File: src/rtl/lab_pkg.sv
// Package: offsets, field positions, codes and carrier types of the LIU alarm bank
package lab_pkg;
	// ==========================================================
	// Register offsets (primary bank unless noted)
	localparam logic [4:0] OFS_CRIT = 5'h0d;
	localparam logic [4:0] OFS_GCFG = 5'h0f;
	localparam logic [4:0] OFS_TPTR = 5'h10;
	localparam logic [4:0] OFS_TPL = 5'h11;
	localparam logic [4:0] OFS_OED = 5'h12;
	localparam logic [4:0] OFS_AIS = 5'h13;
	localparam logic [4:0] OFS_AIE = 5'h14;
	localparam logic [4:0] OFS_AIF = 5'h15;
	localparam logic [4:0] OFS_IRQCFG = 5'h1e;
	localparam logic [4:0] OFS_BANK = 5'h1f;
	localparam logic [4:0] OFS_JA_CHAN = 5'h00; // Individual bank
	// ==========================================================
	// Bank pointer codes
	localparam logic [7:0] BANK_PRI = 8'h00;
	localparam logic [7:0] BANK_SEC = 8'haa;
	localparam logic [7:0] BANK_IND = 8'h01;
	localparam logic [7:0] BANK_BERT = 8'h02;
	// ==========================================================
	// Field positions and constants
	localparam int GCFG_JA_ALL_BIT = 0;
	localparam int IRQCFG_COW_BIT = 0;
	localparam int TPL_RXOFF_BIT = 7;
	localparam int TPL_TXOFF_BIT = 6;
	localparam int TPL_OHM_BIT = 3;
	localparam int TPL_CODE_W = 3;
	localparam int TPTR_W = 3;
	localparam int CHAN_N = 8;
	localparam logic [7:0] RST_BYTE = 8'h00;
	localparam logic [7:0] ALL_ONES = 8'hff;
	localparam logic [2:0] TPL_E1 = 3'h0;
	localparam logic [2:0] TPL_T1_SHORT = 3'h3;
	localparam logic [2:0] TPL_RSV_LO = 3'h1;
	localparam logic [2:0] TPL_RSV_HI = 3'h2;
	localparam logic VARIANT_120 = 1'b1; // 1: 120-ohm default part
	// ==========================================================
	// Types
	typedef enum logic [3:0] {
		LAB_OHM_120 = 4'h1,
		LAB_OHM_100 = 4'h2,
		LAB_OHM_75 = 4'h4,
		LAB_OHM_110 = 4'h8
	} lab_ohm_t;
	typedef struct packed {
		logic [4:0] addr;
		logic [7:0] wdata;
		logic wr;
		logic rd;
	} lab_bus_t;
	typedef struct packed {
		logic rx_match_off;
		logic tx_termination_off;
		logic impedance_choice;
		logic [2:0] template_code;
	} lab_tpl_t;
	typedef struct packed {
		logic e1;
		logic t1;
		logic reserved;
		lab_ohm_t ohm;
		lab_tpl_t tpl;
	} lab_chan_t;
	typedef struct packed {
		logic [7:0] crit;
		logic [7:0] gcfg;
		logic [TPTR_W-1:0] ptr;
		lab_tpl_t [7:0] tpl;
		logic [7:0] oed;
		logic [7:0] alarm_indication_status;
		logic [7:0] aie;
		logic [7:0] aif;
		logic [7:0] irqcfg;
		logic [7:0] bank;
		logic [7:0] ja_chan;
		logic [7:0] rdata;
		logic irq;
		logic [7:0] tx_hiz;
		logic [7:0] ja_en;
		lab_chan_t [7:0] chan;
	} lab_state_t;
endpackage

File: src/rtl/lab_regs.sv
// Register bank of the eight-channel LIU: templates, output disable, alarms, banks
//
// Summary of operation
// - Global jitter enable forces all channels on, else per-channel enables govern.
// - Three-bit pointer picks the channel the template register 11h acts on.
// - Template bit 7 set switches off receive impedance matching.
// - Template bit 6 set switches off internal transmit termination.
// - Bit 3 picks termination/match ohms; in E1 its meaning depends on part variant.
// - Three-bit code picks E1, T1/J1 short, longer T1 ranges; 001/010 reserved.
// - Output disable bit set puts that channel's transmitter in high impedance.
// - Output-enable pin low overrides the per-channel disable register.
// - Alarm status bit follows detection using per-channel criteria select.
// - Channel interrupt allowed only while its enable bit is one.
// - Flag bit latches on every alarm status transition, both directions.
// - With clear-on-write off, reading the flag register clears flags.
// - With clear-on-write on, writing a one clears a flag; reads keep it.
// - Bank pointer at 1Fh selects primary, secondary, individual or BERT bank.
//
// Chosen here: the strobed register port.
`timescale 1ns/1ps
`default_nettype none

module lab_regs (
	// Clock and reset
	input wire logic ref_clk_i,
	input wire logic rst_n_i,
	// Register port
	input wire lab_pkg::lab_bus_t bus_i,
	output logic [7:0] rdata_o,
	// Line side
	input wire logic [7:0] alarm_det_i,
	input wire logic oe_pin_i,
	output logic [7:0] loss_alarm_criteria_select_o,
	output logic [7:0] jitter_atten_en_o,
	output logic [7:0] tx_hiz_o,
	output lab_pkg::lab_chan_t [7:0] chan_cfg_o,
	// Interrupt
	output logic irq_o
);

	// ==========================================================
	// Helpers

	// Decode one channel's template setting
	function automatic lab_pkg::lab_chan_t chan_decode(input lab_pkg::lab_tpl_t t);
		lab_pkg::lab_chan_t c;
		c.tpl = t;
		c.e1 = (t.template_code == lab_pkg::TPL_E1);
		c.reserved = (t.template_code == lab_pkg::TPL_RSV_LO)
			|| (t.template_code == lab_pkg::TPL_RSV_HI);
		c.t1 = !c.e1 && !c.reserved;
		// Ohm choice by mode, variant and bit 3
		if (c.e1) begin
			c.ohm = (t.impedance_choice ^ !lab_pkg::VARIANT_120)
				? lab_pkg::LAB_OHM_75 : lab_pkg::LAB_OHM_120;
		end else begin
			c.ohm = t.impedance_choice ? lab_pkg::LAB_OHM_110 : lab_pkg::LAB_OHM_100;
		end
		return c;
	endfunction

	// Access hits an offset in a given bank
	function automatic logic hit(input logic [7:0] bank, input logic [7:0] want,
			input logic [4:0] addr, input logic [4:0] ofs);
		return (bank == want) && (addr == ofs);
	endfunction

	// Pack a template entry into register layout; bits 5:4 read zero
	function automatic logic [7:0] tpl_pack(input lab_pkg::lab_tpl_t t);
		logic [7:0] v;
		v = lab_pkg::RST_BYTE;
		v[lab_pkg::TPL_RXOFF_BIT] = t.rx_match_off;
		v[lab_pkg::TPL_TXOFF_BIT] = t.tx_termination_off;
		v[lab_pkg::TPL_OHM_BIT] = t.impedance_choice;
		v[lab_pkg::TPL_CODE_W-1:0] = t.template_code;
		return v;
	endfunction

	// ==========================================================
	// State

	// Whole module state, registered as one word
	lab_pkg::lab_state_t s_reg;
	lab_pkg::lab_state_t s_next;
	// Template value carried by the current write data
	lab_pkg::lab_tpl_t tpl_wr_val;
	// Flag bits that software clears this cycle
	logic [7:0] aif_clr;
	// Status bits that change this cycle
	logic [7:0] ais_chg;
	// Write-one-to-clear mode selected
	logic cow_on;
	// Strobes decoded against the primary bank
	logic pri_wr;
	logic pri_rd;

	// Next-state logic
	always_comb begin
		s_next = s_reg;
		// Template value carried by write data
		tpl_wr_val.rx_match_off = bus_i.wdata[lab_pkg::TPL_RXOFF_BIT];
		tpl_wr_val.tx_termination_off = bus_i.wdata[lab_pkg::TPL_TXOFF_BIT];
		tpl_wr_val.impedance_choice = bus_i.wdata[lab_pkg::TPL_OHM_BIT];
		tpl_wr_val.template_code = bus_i.wdata[lab_pkg::TPL_CODE_W-1:0];
		cow_on = s_reg.irqcfg[lab_pkg::IRQCFG_COW_BIT];
		pri_wr = bus_i.wr && (s_reg.bank == lab_pkg::BANK_PRI);
		pri_rd = bus_i.rd && (s_reg.bank == lab_pkg::BANK_PRI);
		// Bank pointer always reachable
		if (bus_i.wr && (bus_i.addr == lab_pkg::OFS_BANK)) begin
			s_next.bank = bus_i.wdata;
		end
		// Primary bank writes
		if (pri_wr) begin
			unique case (bus_i.addr)
				lab_pkg::OFS_CRIT: s_next.crit = bus_i.wdata;
				lab_pkg::OFS_GCFG: s_next.gcfg = bus_i.wdata;
				lab_pkg::OFS_TPTR: s_next.ptr = bus_i.wdata[lab_pkg::TPTR_W-1:0];
				lab_pkg::OFS_TPL: s_next.tpl[s_reg.ptr] = tpl_wr_val;
				lab_pkg::OFS_OED: s_next.oed = bus_i.wdata;
				lab_pkg::OFS_AIE: s_next.aie = bus_i.wdata;
				lab_pkg::OFS_IRQCFG: s_next.irqcfg = bus_i.wdata;
				default: ;
			endcase
		end
		// Individual bank writes
		if (bus_i.wr && hit(s_reg.bank, lab_pkg::BANK_IND, bus_i.addr, lab_pkg::OFS_JA_CHAN)) begin
			s_next.ja_chan = bus_i.wdata;
		end
		// Alarm status and transition flags; set wins over clear
		s_next.alarm_indication_status = alarm_det_i;
		ais_chg = alarm_det_i ^ s_reg.alarm_indication_status;
		aif_clr = lab_pkg::RST_BYTE;
		if (cow_on && pri_wr && (bus_i.addr == lab_pkg::OFS_AIF)) begin
			aif_clr = bus_i.wdata;
		end
		if (!cow_on && pri_rd && (bus_i.addr == lab_pkg::OFS_AIF)) begin
			aif_clr = lab_pkg::ALL_ONES;
		end
		s_next.aif = (s_reg.aif & ~aif_clr) | ais_chg;
		s_next.irq = |(s_next.aif & s_next.aie);
		// Transmitter high impedance; pin low disables all
		s_next.tx_hiz = oe_pin_i ? s_next.oed : lab_pkg::ALL_ONES;
		// Jitter attenuator enables
		s_next.ja_en = s_next.gcfg[lab_pkg::GCFG_JA_ALL_BIT]
			? lab_pkg::ALL_ONES : s_next.ja_chan;
		// Per-channel template outputs
		for (int i = 0; i < lab_pkg::CHAN_N; i++) begin
			s_next.chan[i] = chan_decode(s_next.tpl[i]);
		end
		// Read data, one cycle after the strobe
		s_next.rdata = lab_pkg::RST_BYTE;
		if (bus_i.rd) begin
			if (bus_i.addr == lab_pkg::OFS_BANK) begin
				s_next.rdata = s_reg.bank;
			end else if (hit(s_reg.bank, lab_pkg::BANK_IND, bus_i.addr, lab_pkg::OFS_JA_CHAN)) begin
				s_next.rdata = s_reg.ja_chan;
			end else if (pri_rd) begin
				unique case (bus_i.addr)
					lab_pkg::OFS_CRIT: s_next.rdata = s_reg.crit;
					lab_pkg::OFS_GCFG: s_next.rdata = s_reg.gcfg;
					lab_pkg::OFS_TPTR: s_next.rdata = {5'h00, s_reg.ptr};
					lab_pkg::OFS_TPL: s_next.rdata = tpl_pack(s_reg.tpl[s_reg.ptr]);
					lab_pkg::OFS_OED: s_next.rdata = s_reg.oed;
					lab_pkg::OFS_AIS: s_next.rdata = s_reg.alarm_indication_status;
					lab_pkg::OFS_AIE: s_next.rdata = s_reg.aie;
					lab_pkg::OFS_AIF: s_next.rdata = s_reg.aif;
					lab_pkg::OFS_IRQCFG: s_next.rdata = s_reg.irqcfg;
					default: s_next.rdata = lab_pkg::RST_BYTE;
				endcase
			end
		end
	end

	// State register, synchronous reset
	always_ff @(posedge ref_clk_i) begin
		if (!rst_n_i) begin
			s_reg <= '0;
			s_reg.tx_hiz <= lab_pkg::ALL_ONES;
			for (int i = 0; i < lab_pkg::CHAN_N; i++) begin
				s_reg.chan[i].e1 <= 1'b1;
				s_reg.chan[i].ohm <= lab_pkg::VARIANT_120
					? lab_pkg::LAB_OHM_120 : lab_pkg::LAB_OHM_75;
			end
		end else begin
			s_reg <= s_next;
		end
	end

	// Outputs straight from state
	assign rdata_o = s_reg.rdata;
	assign loss_alarm_criteria_select_o = s_reg.crit;
	assign jitter_atten_en_o = s_reg.ja_en;
	assign tx_hiz_o = s_reg.tx_hiz;
	assign chan_cfg_o = s_reg.chan;
	assign irq_o = s_reg.irq;

	// Per-channel decode of the stored template
	for (genvar g = 0; g < lab_pkg::CHAN_N; g++) begin : g_chan

	end
endmodule // lab_regs

`default_nettype wire

File: config.mk
export PLATFORM = sky130hd
export DESIGN_NAME = lab_regs
export DESIGN_NICKNAME = d
export VERILOG_FILES = /design/src/rtl/lab_pkg.sv /design/src/rtl/lab_regs.sv
export SDC_FILE = /design/constraint.sdc
export NUM_CORES = 1
export LEC_CHECK = 0
export BUFFER_PORTS_ARGS = -buffer_cell sky130_fd_sc_hd__buf_2
export CORE_MARGIN = 4
export CORE_UTILIZATION = 45
export CTS_CLUSTER_DIAMETER = 60
export DETAILED_ROUTE_END_ITERATION = 16
export GPL_TIMING_DRIVEN = 0
export HOLD_SLACK_MARGIN = 0.02
export PLACE_DENSITY = 0.76
export SLEW_MARGIN = 10
export SYNTH_ARGS = -nofsm -noshare
export SYNTH_HDL_FRONTEND = slang
export SYNTH_SLANG_ARGS = --single-unit
File: constraint.sdc
create_clock -name ref_clk_i -period 6.01 [get_ports ref_clk_i]
set_input_delay 0.3005 -clock ref_clk_i [delete_from_list [all_inputs] [get_ports ref_clk_i]]
set_output_delay 0.3005 -clock ref_clk_i [all_outputs]
set_load 0.02 [all_outputs]
==> impl_metrics.csv, run 1 <==
group,metric,value,unit
clock_network,clk_pin_slew_worst_paths,0.06,ns
logic_synthesis,synth_largest_area_cell,"dfxtp_1",
pwr,irDropWorstVdd,152,µV
place,portBuffers,153,
setup_path,regToRegStartpoint,"s_reg[234]",
finish,fin_nets,1161,
sta,fin_hold_ws,0.0305,ns
clock_network,cts_resized,0,
worst_hold_path,min_delay_path_depth,2,
setup_path,cp.arrival,3.02,ns
sta,finalCritPeriodShare,44.2,%
worst_hold_path,hold_class,"primary input to flop",
outcome,outcome,"finished, final reports clean",
global_routing,grt_usage,22.1,%
logic_synthesis,synth_cells,960,
logic_synthesis,synth-edff-count,0,
floorplan,dieHeight,150,µm
logic_synthesis,postSynthAreaPerCell,9.43,µm²
sta,setup_violations,0,
sta,tns,0,ns
logic_synthesis,syn_area,0.00905,mm²
sta,slew_headroom,33.2,%
routing,wl_per_cell,18.0,µm
setup_path,cp_max_fo,10,
sta,hold_viol,0,
sta,worst_pin_slew,1.00,ns
place,dp_slack,3.26,ns
logic_synthesis,synth.area.top_cells,"dfxtp_1, mux2i_1, buf_4",
floorplan,rows,51,
logic_synthesis,syn_nets,986,
clock_network,cts.sinks,204,
setup_path,cp-end-kind,"flop",
global_routing,grt_pass1_wl,39100,µm
pwr,powerDensity,261,mW/mm²
clock_network,cts_root_buffer,"clkbuf_16",
clock_network,h-tree-depth,1,
worst_hold_path,hp-start,"alarm_det_i[5]",
floorplan,core,0.0196,mm²
global_routing,antenna_found_initial,2,
clock_network,cts_tree,"built",
floorplan,die_area,0.0224,mm²
setup_path,rr_worst_depth,7,
logic_synthesis,yosysWarnings,0,
logic_synthesis,synthTopCellsByCount,"dfxtp_1, buf_4, nor2_1, mux2i_1, nand2_1",
global_routing,grt_overflow,0,
logic_synthesis,yosysTopAreaCellShare,45.1,%
floorplan,io_pins,163,
logic_synthesis,synthDistinctLibCells,58,
routing,postRouteAntennaNets,0,
finish,drive_above_1_share,32.0,%
finish,n_antenna_cell,0,
routing,drt_pass1_iterations,6,
pwr,p_leak,5.22,nW
sta,timing.fmax,0.376,GHz
place,finalWeightedCongestion,0.921,
global_routing,grt_pass1_vias,7095,
sta,rsz0062_at_grt,"false",
routing,vias,7227,
setup_path,critPathRequiredTime,6.37,ns
logic_synthesis,yosys.cell_count.top_type,"dfxtp_1",
logic_synthesis,synth-seq-cells,204,
clock_network,post_cts_buffers,0,
floorplan,start_util,46.2,%
setup_path,criticalPathCategory,"flop to flop",
clock_network,clk_latency,0.49,ns
clock_network,cts_buffers,20,
sta,worst_clock_skew,0.00984,ns
logic_synthesis,yosysSeqAreaShare,45.1,%
finish,fin_util,55.3,%
place,hpwl,18300,µm
logic_synthesis,synth_ff_type,"dfxtp_1",
sta,period_needed,2.66,ns
clock_network,cts_hold_buffers,0,
setup_path,startpoint,"s_reg[234]",
global_routing,grt_max_degree,16,
finish,syn2layout_area_growth,19.6,%
setup_path,startpoint_type,"flop",
sta,slew_violations,0,
finish,largest_register_ffs,104,
clock_network,clockBufferDepth,3,
routing,drt_iter0_drc,677,
routing,wl,25400,µm
routing,drc,0,
job,maxCapViolCount,0,
sta,final.setup.worst_slack,3.35,ns
floorplan,fp.dieW,150,µm
logic_synthesis,async_reset_ff_share,0,%
routing,via_per_inst,5.12,
[path summary, 6_finish.rpt]
path	endpoint	slack, ns
setup / recovery	rdata_o[6]	3.35
hold / removal	s_reg[174]	0.03
setup reg to reg	rdata_o[6]	3.35
hold reg to reg	s_reg[151]	0.46
[routing by layer]
metal | GRT usage, % | vias to the layer above | part of all wire (%)
li1 | - | 3498 | -
met1 | 30.7 | 3391 | 44
met2 | 35.5 | 290 | 46
met3 | 4.03 | 44 | 8.1
met4 | 5.86 | 4 | 2.1
met5 | 0 | - | 0.055
[worst max-delay path, stage by stage (launching register included)]
cell and delay, ns:
dfxtp_1 0.33, buf_2 0.26, buf_1 0.59, mux4_2 0.61
mux2i_1 0.21, nor2_1 0.12, o21ai_0 0.29, a211oi_1 0.13
[area by class of cell]
cell class / count / area, µm²
fill: 1764 / 8760
sequential: 204 / 4080
multi-input combinational: 554 / 3620
buffer: 197 / 1330
timing repair buffer: 153 / 766
clock buffer: 23 / 543
tap: 265 / 332
clock inverter: 11 / 135
inverter: 5 / 18.8
[through the flow]
stage | instance area (µm²) | instances | total power [mW]
3_3_place_gp | 10100 | 1378 | 1.55
4_1_cts | 10800 | 1412 | 2.83
2_1_floorplan | 9050 | 960 | 1.49
5_1_grt | 10800 | 1412 | 2.90
3_5_place_dp | 10100 | 1378 | 1.55
6_report | 10800 | 1412 | 2.82
[cells in the final DEF, fill, tap and decap left out, types with 6 or more instances in the layout]
cell	Yosys	final
a21oi_1	39	39
nand2_1	44	44
nand4_1	10	10
clkbuf_1	38	39
a22oi_1	16	16
o21a_1	6	6
o22ai_1	6	6
buf_2	9	162
nand3_1	29	29
a31oi_1	10	10
clkinv_2	0	6
mux2i_1	107	107
clkbuf_16	0	21
and3_1	18	18
dfxtp_1	204	204
a211oi_1	6	6
o21ai_0	17	17
buf_4	139	139
nor3_1	12	12
nor2_1	133	133
and2_1	20	20
xor2_1	15	15
[logic make-up (layout without fill, tap and decap cells)]
group                  Yosys count  count (layout)  synth area share [%]
multiplexers                   117             117                  13.6
buffers and inverters          202             389                  14.9
XOR/XNOR                        17              17                  1.65
AND/OR/NAND/NOR                303             303                  16.5
flip-flops                     204             204                  45.1
AO/OA/AOI/OAI                  117             117                  8.18
[power breakdown]
part           switching (mW)  internal [mW]  total [mW]
combinational          0.0998         0.0466       0.146
sequential            0.00821           1.37        1.38
clock                   0.526          0.776        1.30
total                   0.634           2.19        2.82
Note: power is estimated with default switching activity, not from simulation.
==> inputs of run 2 (changes only) <==
--- a/config.mk
+++ b/config.mk
@@ -5,6 +5,7 @@
 export SDC_FILE = /design/constraint.sdc
 export NUM_CORES = 1
 export LEC_CHECK = 0
+export ABC_AREA = 1
 export BUFFER_PORTS_ARGS = -buffer_cell sky130_fd_sc_hd__buf_2
 export CORE_MARGIN = 4
 export CORE_UTILIZATION = 45
==> constraint.sdc (replaced) <==
create_clock -name ref_clk_i -period 2.8 [get_ports ref_clk_i]
set_input_delay 0.14 -clock ref_clk_i [delete_from_list [all_inputs] [get_ports ref_clk_i]]
set_output_delay 0.14 -clock ref_clk_i [all_outputs]
set_load 0.02 [all_outputs]
==> run 2 against run 1 <==
Clock power grew 120%. Critical endpoint is now s_reg[149]. Largest power group unchanged. Critical path type unchanged. Sequential share of layout area shrank 0.88 points. Worst hold slack gained 0.0077 ns. Highest routed layer is now met4. Largest cell class unchanged. Via count grew 13%. Register-to-register slack lost 3.1 ns. Utilization grew 0.95 points.
==> impl_metrics.csv, run 2 <==
group,metric,value,unit
logic_synthesis,syn_area,0.00914,mm²
global_routing,grt_overflow,0,
outcome,outcome,"finished, final reports clean",
sta,rsz0062_at_grt,"false",
logic_synthesis,yosysSeqAreaShare,44.7,%
setup_path,critPathRequiredTime,3.18,ns
clock_network,h-tree-depth,1,
finish,syn2layout_area_growth,21.3,%
pwr,pwr-share-seq,47.5,%
worst_hold_path,hold_class,"primary input to flop",
logic_synthesis,yosysTopAreaCellShare,44.7,%
sta,worst_clock_skew,0.00796,ns
logic_synthesis,synthTopCellsByCount,"dfxtp_1, nand2_1, inv_1, buf_4, nor2_1",
finish,largest_register_ffs,104,
floorplan,io_pins,163,
global_routing,grt_usage,23.3,%
routing,dr_wl_met2,12300,µm
setup_path,criticalPathCategory,"flop to flop",
routing,wl_met3,1960,µm
clock_network,cts_root_buffer,"clkbuf_16",
logic_synthesis,yosysWarnings,0,
global_routing,grt_pass1_wl,41400,µm
routing,drt-met1-wl,11500,µm
sta,slew_violations,0,
sta,slew_headroom,31.4,%
clock_network,clockBufferDepth,3,
job,maxCapViolCount,0,
place,finalWeightedCongestion,0.974,
routing,wl_per_cell,15.8,µm
logic_synthesis,synth-edff-count,0,
clock_network,cts.sinks,204,
setup_path,cp.arrival,2.89,ns
logic_synthesis,synth-seq-cells,204,
floorplan,rows,51,
finish,drive_above_1_share,27.3,%
routing,postRouteAntennaNets,0,
place,hpwl,19900,µm
floorplan,core,0.0197,mm²
sta,setup_violations,0,
pwr,p_leak,5.44,nW
finish,n_fill_cell,1867,
logic_synthesis,synth_cells,1198,
routing,top_layer,"met4",
global_routing,grt_pass1_vias,7567,
floorplan,start_util,46.3,%
setup_path,cp-end-kind,"flop",
clock_network,cts_buffers,22,
routing,wl,26400,µm
pwr,powerDensity,561,mW/mm²
logic_synthesis,synth_largest_area_cell,"dfxtp_1",
place,dp.cells,1624,
logic_synthesis,yosys.cell_count.top_type,"dfxtp_1",
logic_synthesis,syn_nets,1224,
sta,worst_pin_slew,1.03,ns
pwr,power_switching,1.42,mW
floorplan,fp.dieW,150,µm
logic_synthesis,synth.area.top_cells,"dfxtp_1, buf_4, nand2_1",
pwr,switching_share,22.7,%
logic_synthesis,synth_ff_type,"dfxtp_1",
finish,fin_cells,1670,
routing,via_per_inst,4.89,
floorplan,die_area,0.0226,mm²
routing,drc,0,
logic_synthesis,postSynthAreaPerCell,7.63,µm²
pwr,pwr-share-clk,46.7,%
clock_network,clk_pin_slew_worst_paths,0.06,ns
finish,final_cell_mix,"dfxtp_1, nand2_1, buf_2",
pwr,power.total,6.22,mW
routing,drt_iter0_drc,668,
logic_synthesis,async_reset_ff_share,0,%
clock_network,clk_latency,0.50,ns
place,portBuffers,161,
floorplan,dieHeight,150,µm
sta,period_needed,2.51,ns
sta,timing.fmax,0.399,GHz
clock_network,cts_tree,"built",
clock_network,post_cts_buffers,0,
finish,n_antenna_cell,0,
setup_path,startpoint_type,"flop",
finish,fin_nets,1417,
routing,vias,8167,
setup_path,cp_max_fo,10,
finish,final_common_cell,"dfxtp_1",
routing,drt_pass1_iterations,8,
sta,hold_viol,0,
global_routing,antenna_found_initial,0,
pwr,irDropWorstVdd,504,µV
pwr,p_int,4.81,mW
logic_synthesis,synthDistinctLibCells,37,
sta,finalCritPeriodShare,89.5,%
global_routing,grt_max_degree,15,
pwr,p_comb_share,5.8,%
sta,tns,0,ns
## run 2: cell types whose count changed in the layout (fill, tap and decap cells not counted), sizes merged, moves of 9 or more
cell | previous run | this run
nand2 | 45 | 206
inv | 5 | 150
mux2i | 109 | 5
o21ai | 17 | 112
a21oi | 39 | 80
nand3 | 32 | 55
and2 | 20 | 0
and3 | 18 | 0
o22ai | 6 | 22
xor2 | 15 | 0
a22oi | 16 | 5
a31oi | 10 | 1
o211ai | 1 | 10
## run 2: logic make-up after synthesis
kind of cell / synth area share (%)
and+or+nand+nor: 19.4
buffers and inverters: 20.0
AOI/OAI and AO/OA: 14.7
DFF: 44.7
xor gates and xnor gates: 0.767
muxes: 0.548
## run 2: worst max-delay path, stage by stage (launching register included)
cell     delay, ns
dfxtp_1       0.33
nor2_1        0.11
nand2_1       0.13
nor3_1        0.77
buf_2         0.38
nand2_1       0.21
buf_2         0.25
o21ai_0       0.16
a21oi_1       0.05
## run 2: final timing paths
path	startpoint	end	slack, ns	cells past startpoint
hold reg to reg	s_reg[148]	s_reg[148]	0.46	2
setup reg to reg	s_reg[142]	s_reg[149]	0.29	8
setup / recovery	s_reg[142]	s_reg[149]	0.29	8
hold / removal	bus_i[7]	s_reg[241]	0.04	3
## run 2: metal layers
metal  global-route usage, %  vias up
li1                        -     4079
met1                    31.8     3709
met2                    39.1      332
met3                    2.56       47
met4                    6.54        0
met5                       0        -
## run 2: metrics by stage
stage	area [µm²]	utilization (%)	setup slack [ns]	hold WS, ns
detailed placement	10300	52.1	0.318	0.351
global placement	10300	52.1	0.325	0.347
CTS	11100	56.2	0.319	0.0230
floorplan	9140	-	1.05	0.233
global route	11100	56.2	0.158	0.0518
finish	11100	56.2	0.294	0.0382
## run 2: cell type report
| type | instances | area (µm²) | share of cell area (%) |
|---|---|---|---|
| buffer | 177 | 1260 | 11.3 |
| timing repair buffer | 169 | 886 | 7.99 |
| sequential | 204 | 4080 | 36.8 |
| multi-input combinational | 666 | 3230 | 29.1 |
| inverter | 151 | 567 | 5.11 |
| clock buffer | 30 | 632 | 5.70 |
| clock inverter | 8 | 97.6 | 0.881 |
| tap | 265 | 332 | 2.99 |
## run 2: power by group through the flow
| stage | clock (mW) | sequential, mW | combinational (mW) |
|---|---|---|---|
| after detailed placement | 0 | 3.02 | 0.344 |
| final | 2.91 | 2.96 | 0.358 |
| after CTS | 2.95 | 2.96 | 0.355 |
| after global placement | 0 | 3.02 | 0.341 |
| after floorplan | 0 | 3.02 | 0.207 |
| after global routing | 3.09 | 2.96 | 0.392 |
## run 2: what timing repair did
action	in CTS	in global routing
resized for setup	0	0
hold endpoints to repair	15	0
hold buffers	8	0
endpoints found under the setup margin	0	0
